[src/tccu_map.vh]
// Purpose: Register offsets, field positions and reset values of the timer/capture/compare unit
// Assumes: Word-indexed register port, 16-bit data
// Notes:   Definitions only
`ifndef TCCU_MAP_VH
`define TCCU_MAP_VH

`define ADDR_W            4
`define DATA_W            16

`define OFF_TPC           4'h0
`define OFF_TMR1          4'h1
`define OFF_TMR2          4'h2
`define OFF_PER1          4'h3
`define OFF_PER2          4'h4
`define OFF_CAP_CTRL      4'h5
`define OFF_CAP_DATA      4'h6
`define OFF_CAP_STAT      4'h7
`define OFF_CMP_CTRL      4'h8
`define OFF_CMP_PRI       4'h9
`define OFF_CMP_SEC       4'ha
`define OFF_EVT_STAT      4'hb

`define TPC_RUN           15
`define TPC_IDLE_STOP     13
`define TPC_GATE          6
`define TPC_PS_HI         5
`define TPC_PS_LO         4
`define TPC_CHAIN         3
`define TPC_CLKSRC        1
`define TPC_MASK          16'ha07a
`define TPC_RESET         16'h0000
`define PER_RESET         16'hffff

`define CAP_MODE_HI       2
`define CAP_MODE_LO       0
`define CAP_TSEL          7
`define CAP_THR_HI        6
`define CAP_THR_LO        5

`define CAPM_OFF          3'h0
`define CAPM_EDGE         3'h1
`define CAPM_FALL         3'h2
`define CAPM_RISE         3'h3
`define CAPM_RISE4        3'h4
`define CAPM_RISE16       3'h5

`define CMP_MODE_HI       2
`define CMP_MODE_LO       0
`define CMP_TSEL          3

`define CMPM_OFF          3'h0
`define CMPM_OS_HIGH      3'h1
`define CMPM_OS_LOW       3'h2
`define CMPM_TOGGLE       3'h3
`define CMPM_DELAYED      3'h4
`define CMPM_CONT         3'h5
`define CMPM_PWM          3'h6
`define CMPM_PWM_FAULT    3'h7

`define EVT_CAP           0
`define EVT_CMP           1
`define EVT_FAULT         2
`define EVT_OVF           3

`endif

[src/timer_capture_compare_unit.v]
// Purpose: Two chainable 16-bit timers with one capture and one compare channel
// Assumes: Register port with read data one cycle after the read strobe
// Notes:   Pins are synchronised; prescale and capture counts run on CLK
//
// Operation
// - Gate enable accumulates while gate pin high; ignored with external clock.
// - Clock-source bit picks external pin rising edges or internal clock.
// - Capture latches the 16-bit count of the selected time base.
// - Simple modes capture on every falling or every rising edge.
// - Edge mode captures on every rising and falling edge.
// - Prescaled modes capture on every fourth or sixteenth rising edge.
// - Capture time base is the first or second timer, as selected.
// - A capture pin event raises a wake request in Sleep or Idle.
// - Captured values queue in a four-entry FIFO read in arrival order.
// - Capture interrupt once one to four FIFO entries are filled.
// - Compare time base is the first or second timer, as selected; PWM needs the first timer, unchained.
// - Compare uses one or two compare registers depending on mode.
// - A match changes the pin, giving one pulse or a repeating sequence.
// - Each compare match raises a compare interrupt request.
// - Modes: one-shot low/high, toggle, delayed, continuous, PWM, PWM with fault.
//
// The address map and the plain strobed port were decided locally.
`timescale 1ns/10ps
`include "tccu_map.vh"

module timer_capture_compare_unit #(
  parameter FIFO_DEPTH = 4
) (
  input  wire        CLK,
  input  wire        RESET,
  input  wire [3:0]  ADDR,
  input  wire [15:0] WDATA,
  input  wire        WR,
  input  wire        RD,
  output reg  [15:0] RDATA,
  input  wire        EXT_CLK_PIN,
  input  wire        GATE_PIN,
  input  wire        CAPTURE_PIN,
  input  wire        FAULT_PIN,
  input  wire        IDLE_MODE,
  input  wire        SLEEP_MODE,
  output reg         COMPARE_PIN,
  output wire        CAPTURE_IRQ,
  output wire        COMPARE_IRQ,
  output wire        WAKE_REQ
);

  // Pin synchronisers: stage a feeds only stage b
  reg [3:0] sync_a_q;
  reg [3:0] sync_b_q;
  reg [3:0] sync_c_q;
  always @(posedge CLK or posedge RESET) begin
    if (RESET) begin
      sync_a_q <= 4'h0;
      sync_b_q <= 4'h0;
      sync_c_q <= 4'h0;
    end else begin
      sync_a_q <= {FAULT_PIN, CAPTURE_PIN, GATE_PIN, EXT_CLK_PIN};
      sync_b_q <= sync_a_q;
      sync_c_q <= sync_b_q;
    end
  end
  wire ext_rise = sync_b_q[0] & ~sync_c_q[0];
  wire gate_lvl = sync_b_q[1];
  // Edge detectors compare the last two synchroniser stages
  wire cap_rise = sync_b_q[2] & ~sync_c_q[2];
  wire cap_fall = ~sync_b_q[2] & sync_c_q[2];
  wire fault    = sync_b_q[3];

  reg  [15:0] tpc_q;
  reg  [15:0] tmr1_q;
  reg  [15:0] tmr2_q;
  reg  [15:0] per1_q;
  reg  [15:0] per2_q;
  reg  [7:0]  cap_ctrl_q;
  reg  [3:0]  cmp_ctrl_q;
  reg  [15:0] cmp_pri_q;
  reg  [15:0] cmp_sec_q;
  reg  [3:0]  evt_q;
  reg  [7:0]  ps_cnt_q;
  reg  [3:0]  edge_cnt_q;
  reg         fault_lock_q;
  reg         oneshot_done_q;

  wire wr_tpc  = WR && ADDR == `OFF_TPC;
  wire chain   = tpc_q[`TPC_CHAIN];
  wire ext_sel = tpc_q[`TPC_CLKSRC];

  // Prescale terminal count
  function [7:0] ps_last;
    input [1:0] code;
    begin
      case (code)
        2'b00:   ps_last = 8'h00;
        2'b01:   ps_last = 8'h07;
        2'b10:   ps_last = 8'h3f;
        default: ps_last = 8'hff;
      endcase
    end
  endfunction

  wire halted  = IDLE_MODE & tpc_q[`TPC_IDLE_STOP];
  wire src_evt = ext_sel ? ext_rise : 1'b1;
  wire gate_ok = ext_sel | ~tpc_q[`TPC_GATE] | gate_lvl;
  wire in_evt  = tpc_q[`TPC_RUN] & ~halted & src_evt & gate_ok;
  wire ps_tick = in_evt && ps_cnt_q == ps_last(tpc_q[`TPC_PS_HI:`TPC_PS_LO]);

  always @(posedge CLK or posedge RESET) begin
    if (RESET) begin
      ps_cnt_q <= 8'h00;
    end else if (wr_tpc || ps_tick) begin
      ps_cnt_q <= 8'h00;
    end else if (in_evt) begin
      ps_cnt_q <= ps_cnt_q + 8'h01;
    end
  end

  // Timers: period match rolls to zero; chained pair uses both period words
  wire [31:0] cnt32   = {tmr2_q, tmr1_q};
  wire [31:0] per32   = {per2_q, per1_q};
  wire        wrap32  = chain && cnt32 == per32;
  wire        wrap1   = ~chain && tmr1_q == per1_q;
  // Second timer only moves as the upper half of a chained pair
  wire        tick1   = ps_tick;
  wire        tmr_ovf = ps_tick & (chain ? wrap32 : wrap1);

  always @(posedge CLK or posedge RESET) begin
    if (RESET) begin
      tmr1_q <= 16'h0000;
      tmr2_q <= 16'h0000;
    end else if (WR && ADDR == `OFF_TMR1) begin
      tmr1_q <= WDATA;
    end else if (WR && ADDR == `OFF_TMR2) begin
      tmr2_q <= WDATA;
    end else if (tick1 && chain) begin
      if (wrap32) begin
        tmr1_q <= 16'h0000;
        tmr2_q <= 16'h0000;
      end else begin
        {tmr2_q, tmr1_q} <= cnt32 + 32'h0000_0001;
      end
    end else if (tick1) begin
      tmr1_q <= wrap1 ? 16'h0000 : tmr1_q + 16'h0001;
    end
  end

  // Capture channel
  wire [2:0]  cap_mode = cap_ctrl_q[`CAP_MODE_HI:`CAP_MODE_LO];
  wire [15:0] cap_base = cap_ctrl_q[`CAP_TSEL] ? tmr2_q : tmr1_q;
  reg         cap_evt;
  always @* begin
    case (cap_mode)
      `CAPM_EDGE:   cap_evt = cap_rise | cap_fall;
      `CAPM_FALL:   cap_evt = cap_fall;
      `CAPM_RISE:   cap_evt = cap_rise;
      `CAPM_RISE4:  cap_evt = cap_rise && edge_cnt_q[1:0] == 2'h3;
      `CAPM_RISE16: cap_evt = cap_rise && edge_cnt_q == 4'hf;
      default:      cap_evt = 1'b0;
    endcase
  end

  always @(posedge CLK or posedge RESET) begin
    if (RESET) begin
      edge_cnt_q <= 4'h0;
    end else if (WR && ADDR == `OFF_CAP_CTRL) begin
      edge_cnt_q <= 4'h0;
    end else if (cap_rise) begin
      edge_cnt_q <= edge_cnt_q + 4'h1;
    end
  end

  reg  [15:0] fifo_mem [0:FIFO_DEPTH-1];
  reg  [1:0]  rd_ptr_q;
  reg  [1:0]  wr_ptr_q;
  reg  [2:0]  fill_q;
  wire        fifo_full = fill_q == FIFO_DEPTH;
  wire        fifo_pop  = RD && ADDR == `OFF_CAP_DATA && fill_q != 3'h0;
  wire        fifo_push = cap_evt & ~fifo_full;
  reg         overflow_q;

  always @(posedge CLK) begin
    if (fifo_push) begin
      fifo_mem[wr_ptr_q] <= cap_base;
    end
  end

  always @(posedge CLK or posedge RESET) begin
    if (RESET) begin
      rd_ptr_q   <= 2'h0;
      wr_ptr_q   <= 2'h0;
      fill_q     <= 3'h0;
      overflow_q <= 1'b0;
    end else begin
      if (fifo_push) begin
        wr_ptr_q <= wr_ptr_q + 2'h1;
      end
      if (fifo_pop) begin
        rd_ptr_q <= rd_ptr_q + 2'h1;
      end
      fill_q <= fill_q + {2'h0, fifo_push} - {2'h0, fifo_pop};
      if (cap_evt && fifo_full) begin
        overflow_q <= 1'b1;
      end else if (WR && ADDR == `OFF_CAP_STAT && WDATA[3]) begin
        overflow_q <= 1'b0;
      end
    end
  end

  wire [2:0] cap_thr = {1'b0, cap_ctrl_q[`CAP_THR_HI:`CAP_THR_LO]} + 3'h1;
  wire       cap_hit = fifo_push && (fill_q + 3'h1) == cap_thr;

  // Compare channel
  wire [2:0]  cmp_mode = cmp_ctrl_q[`CMP_MODE_HI:`CMP_MODE_LO];
  wire [15:0] cmp_base = cmp_ctrl_q[`CMP_TSEL] ? tmr2_q : tmr1_q;
  wire        pri_hit  = cmp_mode != `CMPM_OFF && cmp_base == cmp_pri_q;
  wire        two_reg  = cmp_mode == `CMPM_DELAYED || cmp_mode == `CMPM_CONT;
  wire        sec_hit  = two_reg && cmp_base == cmp_sec_q;
  wire        pwm_mode = cmp_mode == `CMPM_PWM || cmp_mode == `CMPM_PWM_FAULT;
  wire        pwm_wrap = cmp_ctrl_q[`CMP_TSEL] ? 1'b0 : wrap1 & ps_tick;
  wire        cmp_hit  = pri_hit | sec_hit;
  wire        wr_cmp   = WR && ADDR == `OFF_CMP_CTRL;

  always @(posedge CLK or posedge RESET) begin
    if (RESET) begin
      COMPARE_PIN    <= 1'b0;
      oneshot_done_q <= 1'b0;
      fault_lock_q   <= 1'b0;
    end else if (wr_cmp) begin
      COMPARE_PIN    <= WDATA[`CMP_MODE_HI:`CMP_MODE_LO] == `CMPM_OS_LOW;
      oneshot_done_q <= 1'b0;
      fault_lock_q   <= 1'b0;
    end else begin
      if (cmp_mode == `CMPM_PWM_FAULT && fault) begin
        fault_lock_q <= 1'b1;
      end
      case (cmp_mode)
        `CMPM_OS_HIGH: if (pri_hit && !oneshot_done_q) begin
          COMPARE_PIN    <= 1'b1;
          oneshot_done_q <= 1'b1;
        end
        `CMPM_OS_LOW: if (pri_hit && !oneshot_done_q) begin
          COMPARE_PIN    <= 1'b0;
          oneshot_done_q <= 1'b1;
        end
        `CMPM_TOGGLE: if (pri_hit) begin
          COMPARE_PIN <= ~COMPARE_PIN;
        end
        `CMPM_DELAYED: if (!oneshot_done_q) begin
          if (pri_hit) begin
            COMPARE_PIN <= 1'b1;
          end else if (sec_hit && COMPARE_PIN) begin
            COMPARE_PIN    <= 1'b0;
            oneshot_done_q <= 1'b1;
          end
        end
        `CMPM_CONT: begin
          if (pri_hit) begin
            COMPARE_PIN <= 1'b1;
          end else if (sec_hit) begin
            COMPARE_PIN <= 1'b0;
          end
        end
        `CMPM_PWM, `CMPM_PWM_FAULT: begin
          if (fault_lock_q || (cmp_mode == `CMPM_PWM_FAULT && fault)) begin
            COMPARE_PIN <= 1'b0;
          end else if (pwm_wrap) begin
            COMPARE_PIN <= cmp_pri_q != 16'h0000;
          end else if (pri_hit) begin
            COMPARE_PIN <= 1'b0;
          end
        end
        default: COMPARE_PIN <= 1'b0;
      endcase
    end
  end

  // Sticky events: set wins over write-one-to-clear
  wire [3:0] evt_set = {tmr_ovf, fault_lock_q, cmp_hit & ~pwm_mode | pri_hit & pwm_mode, cap_hit};
  wire [3:0] evt_clr = (WR && ADDR == `OFF_EVT_STAT) ? WDATA[3:0] : 4'h0;
  always @(posedge CLK or posedge RESET) begin
    if (RESET) begin
      evt_q <= 4'h0;
    end else begin
      evt_q <= (evt_q & ~evt_clr) | evt_set;
    end
  end
  assign CAPTURE_IRQ = evt_q[`EVT_CAP];
  assign COMPARE_IRQ = evt_q[`EVT_CMP];
  assign WAKE_REQ    = (SLEEP_MODE | IDLE_MODE) & cap_evt;

  // Register writes
  always @(posedge CLK or posedge RESET) begin
    if (RESET) begin
      tpc_q      <= `TPC_RESET;
      per1_q     <= `PER_RESET;
      per2_q     <= `PER_RESET;
      cap_ctrl_q <= 8'h00;
      cmp_ctrl_q <= 4'h0;
      cmp_pri_q  <= 16'h0000;
      cmp_sec_q  <= 16'h0000;
    end else if (WR) begin
      case (ADDR)
        `OFF_TPC:      tpc_q      <= WDATA & `TPC_MASK;
        `OFF_PER1:     per1_q     <= WDATA;
        `OFF_PER2:     per2_q     <= WDATA;
        `OFF_CAP_CTRL: cap_ctrl_q <= WDATA[7:0];
        `OFF_CMP_CTRL: cmp_ctrl_q <= WDATA[3:0];
        `OFF_CMP_PRI:  cmp_pri_q  <= WDATA;
        `OFF_CMP_SEC:  cmp_sec_q  <= WDATA;
        default:       tpc_q      <= tpc_q;
      endcase
    end
  end

  // Read data, one cycle after the strobe
  always @(posedge CLK or posedge RESET) begin
    if (RESET) begin
      RDATA <= 16'h0000;
    end else if (RD) begin
      case (ADDR)
        `OFF_TPC:      RDATA <= tpc_q;
        `OFF_TMR1:     RDATA <= tmr1_q;
        `OFF_TMR2:     RDATA <= tmr2_q;
        `OFF_PER1:     RDATA <= per1_q;
        `OFF_PER2:     RDATA <= per2_q;
        `OFF_CAP_CTRL: RDATA <= {8'h00, cap_ctrl_q};
        `OFF_CAP_DATA: RDATA <= fill_q != 3'h0 ? fifo_mem[rd_ptr_q] : 16'h0000;
        `OFF_CAP_STAT: RDATA <= {12'h000, overflow_q, fill_q};
        `OFF_CMP_CTRL: RDATA <= {12'h000, cmp_ctrl_q};
        `OFF_CMP_PRI:  RDATA <= cmp_pri_q;
        `OFF_CMP_SEC:  RDATA <= cmp_sec_q;
        `OFF_EVT_STAT: RDATA <= {11'h000, COMPARE_PIN, evt_q};
        default:       RDATA <= 16'h0000;
      endcase
    end else begin
      RDATA <= 16'h0000;
    end
  end

endmodule

[config.mk]
export PLATFORM = sky130hd
export DESIGN_NAME = timer_capture_compare_unit
export DESIGN_NICKNAME = d
export VERILOG_FILES = /design/src/timer_capture_compare_unit.v
export VERILOG_INCLUDE_DIRS = /design/src
export SDC_FILE = /design/constraint.sdc
export NUM_CORES = 1
export LEC_CHECK = 0
export ABC_CLOCK_PERIOD_IN_PS = 6430
export CAP_MARGIN = 10
export CELL_PAD_IN_SITES_DETAIL_PLACEMENT = 0
export CELL_PAD_IN_SITES_GLOBAL_PLACEMENT = 2
export CORE_AREA = 2 2 171 173
export DETAILED_ROUTE_END_ITERATION = 6
export DIE_AREA = 0 0 173 175
export DONT_BUFFER_PORTS = 1
export PLACE_DENSITY_LB_ADDON = 0.25
export REMOVE_ABC_BUFFERS = 1
export SYNTH_ARGS = -nofsm -noshare
export SYNTH_HDL_FRONTEND = slang
export SYNTH_SLANG_ARGS = --single-unit
[constraint.sdc]
create_clock -name CLK -period 6.43 [get_ports CLK]
set_input_delay 0.3215 -clock CLK [delete_from_list [all_inputs] [get_ports CLK]]
set_output_delay 0.3215 -clock CLK [all_outputs]
set_load 0.02 [all_outputs]
==> flow_metrics.py <==
metrics = {
    "status": {
        "outcome": "completed",
    },
    "grt": {
        "grt_pass1_vias": 8769,
        "grt_first_pass_wirelength_mm": 57.0,
        "grt.total_usage_pct": 24.9,
        "overflow": 0,
        "antenna_found_initial": 0,
        "grt_max_degree": 68,
    },
    "routing": {
        "wl_per_cell_um": 25.4,
        "wl_met2_mm": 16.6,
        "via_per_inst": 5.95,
        "vias": 8820,
        "dr.max_layer_used": "met4",
        "drt_wl_total_mm": 37.6,
        "dr.pass1.iters": 5,
        "drc": 0,
        "drtIter0Drc": 818,
        "wl_met3_mm": 2.45,
        "wl_met1_mm": 17.2,
        "antenna_left": 0,
    },
    "yosys": {
        "syn_area_mm2": 0.0121,
        "synth_top_area_share_pct": 28.1,
        "yosys_warnings": 0,
        "ys_types": 69,
        "async_reset_ff_share_pct": 72.4,
        "synth_area_leader_cell": "dfrtp_1",
        "ys_ff_latch": 232,
        "synthCells": 1091,
        "yosys-top-cells-area": "dfrtp_1 28%, edfxtp_1 16%, mux2_2 8.6%",
        "synth_edf_count": 64,
        "synth_commonest_cells": "136 x dfrtp_1, 99 x nand2_1, 93 x mux2_2",
        "yosysSeqAreaShare_pct": 50.9,
        "ys.flop_type": "dfrtp_1",
        "syn_area_per_cell_um2": 11.1,
        "synthMostInstantiatedCell": "dfrtp_1",
    },
    "power": {
        "p_int_w": 0.00331,
        "p_total_w": 0.00489,
        "switching_share_pct": 32.4,
        "powerDensity_mw_per_mm2": 361,
        "switchingPower_w": 0.00158,
        "ir_drop_mv": 0.180,
        "p_seq_share_pct": 45.3,
        "clock_power_share_pct": 33.0,
        "power_frac_comb_pct": 21.7,
        "p_leak_nw": 5.19,
    },
    "finish": {
        "fill_cells": 2643,
        "drive_gt1_share_pct": 20.8,
        "nNetsFinal": 1123,
        "antennaDiodeCount": 0,
        "syn2layout_area_growth_pct": 11.6,
        "layoutNonFillerInstCount": 1482,
    },
    "sta": {
        "hold_viol_final": 0,
        "holdWs_ns": 0.0238,
        "setup_violations": 0,
        "fin_crit_ns": 3.09,
        "post-route-period-util_pct": 48.0,
        "max_slew_margin_pct": 27.2,
        "skew_ns": 0.0203,
        "finalMaxSlewViolations": 0,
        "worst_pin_slew_ns": 1.09,
        "final.setup.tns_ns": 0,
        "worst_slack_ns": 3.34,
        "max_freq_mhz": 324,
        "rsz0062_at_grt": "false",
    },
    "clocking": {
        "cts.sinks": 232,
        "cts.repair.resized": 0,
        "clk_latency_ns": 0.54,
        "cts_root_buf": "clkbuf_16",
        "cts_inserted_buffers": 27,
        "clk_path_buf_depth": 3,
        "h-tree-depth": 1,
        "clk_pin_slew_ns": 0.06,
        "tritoncts": "built",
    },
    "critical_path": {
        "ff2ff_setup_slack_ns": 3.34,
        "critPathMaxFanout": 31,
        "critPathKind": "reg2reg",
        "startpoint_type": "flop",
        "rr_endpoint": "tmr2_q[9]",
        "crit_path_end_kind": "flop",
        "r2r-start": "tmr1_q[13]",
        "required_ns": 6.82,
        "reg2reg_depth": 8,
        "crit_arrival_ns": 3.48,
    },
    "floorplanning": {
        "die_area_mm2": 0.0303,
        "io_pins": 50,
        "core_area_mm2": 0.0284,
        "fp-row-count": 62,
        "initial_core_util_pct": 42.7,
        "die_y_um": 175,
        "dieWidth_um": 173,
    },
    "placement": {
        "hpwl_mm": 25.9,
        "dpl_worst_slack_ns": 3.40,
        "io_buffers": 0,
        "dp.cells": 1411,
        "gp_congestion": 0.856,
    },
    "run": {
        "drv_cap": 0,
    },
    "worst_hold_path": {
        "hp-start": "WDATA[7]",
        "holdPathEnd": "tmr2_q[7]",
        "worstHoldPathType": "in2reg",
        "hold_depth": 2,
    },
}
## cell usage in the layout (no fill, tap or decap), drive strengths merged, types with 3 or more instances in the layout
master / synthesis / layout
a31oi: 15 / 15
o2bb2ai: 3 / 3
dfstp: 32 / 32
nor3b: 6 / 6
a21o: 3 / 3
clkbuf: 49 / 33
o21ai: 68 / 68
clkinv: 0 / 8
dfrtp: 136 / 136
nand4: 14 / 14
a221oi: 10 / 10
mux2: 94 / 94
xnor2: 40 / 40
nand3b: 3 / 3
and2: 5 / 5
clkinvlp: 0 / 4
a22oi: 31 / 31
a21oi: 40 / 40
nor4: 29 / 29
nor3: 34 / 34
xor2: 43 / 43
buf: 31 / 16
nor2b: 13 / 13
a22o: 7 / 7
mux4: 16 / 16
nand2b: 5 / 5
and3: 9 / 9
nand3: 18 / 18
mux2i: 21 / 21
nand2: 99 / 99
o21bai: 3 / 3
dlygate4sd3: 0 / 22
bufinv: 0 / 4
edfxtp: 64 / 64
inv: 26 / 26
nor2: 69 / 69
ha: 14 / 14
a222oi: 7 / 7
a41oi: 10 / 10
## kinds of logic (layout without fill, tap and decap cells)
family	Yosys count	in the layout	synth area share, %
mux	131	131	13.7
flops	232	232	50.9
xor+xnor	83	83	6.00
compound gates	215	215	11.7
fa+ha+maj	15	15	1.61
simple gates	309	309	12.4
buf+inv	106	113	3.83
## critical path: stages (launching register included)
cell and delay [ns]:
dfrtp_1 0.56, xor2_1 0.22, nor4_1 0.38, nand4_1 0.23
nor2_1 0.28, a21o_1 0.83, nor2b_1 0.16, a22oi_1 0.18
o21ai_0 0.10
## power by group through the flow
stage	Combinational [W]	Sequential, W	Clock [W]
floorplan	0.000739	0.00213	0
global placement	0.00102	0.00224	0
detailed placement	0.00103	0.00224	0
CTS	0.00106	0.00221	0.00164
global route	0.00116	0.00225	0.00170
finish	0.00106	0.00222	0.00161
## timing repair
| action | 4_1_cts | 5_1_grt |
|---|---|---|
| hold buffers | 22 | 0 |
| buffers inserted | 0 | 0 |
| endpoints found under the hold margin | 170 | 0 |
| endpoints found under the setup margin | 0 | 0 |
## worst max-delay path by stage
stage	from	to	slack (ns)
2_1_floorplan	RESET	COMPARE_PIN	1.61
3_3_place_gp	ADDR[0]	tmr2_q[9]	3.42
3_5_place_dp	ADDR[0]	tmr2_q[7]	3.40
4_1_cts	tmr1_q[13]	tmr2_q[7]	3.41
5_1_grt	tmr1_q[4]	tmr2_q[7]	3.06
6_report	tmr1_q[13]	tmr2_q[9]	3.34
## cell type report
type / instances / area [um^2] / share of cell area (%)
clock buffers: 33 / 727 / 5.37
clock inverters: 16 / 205 / 1.52
inverters: 26 / 103 / 0.758
multi-input cells: 753 / 5510 / 40.7
flip-flops and latches: 232 / 6170 / 45.6
well taps: 384 / 480 / 3.55
repair buffers: 38 / 340 / 2.52
## metrics by stage
stage / utilization [%] / cell area (um^2)
floorplan: - / 11800
global route: 47.7 / 13500
detailed placement: 43.6 / 12400
global placement: 43.6 / 12400
CTS: 47.7 / 13500
finish: 47.7 / 13500
## layer usage
metal  vias up  GRT usage (%)
li1       3973              -
met1      4500           36.1
met2       275           37.4
met3        72           4.68
met4         0           8.65
met5         -              0
## flip-flops by register name (all words and copies together) (netlist names), 2 cells and up
| name | count |
|---|---|
| fifo_mem | 64 |
| RDATA | 16 |
| cmp_pri_q | 16 |
| cmp_sec_q | 16 |
| per1_q | 16 |
| per2_q | 16 |
| tmr1_q | 16 |
| tmr2_q | 16 |
| cap_ctrl_q | 8 |
| ps_cnt_q | 8 |
| tpc_q | 7 |
| cmp_ctrl_q | 4 |
| edge_cnt_q | 4 |
| evt_q | 4 |
| sync_a_q | 4 |
| sync_b_q | 4 |
| fill_q | 3 |
| rd_ptr_q | 2 |
| sync_c_q | 2 |
| wr_ptr_q | 2 |
(Power assumes the default switching activity.)
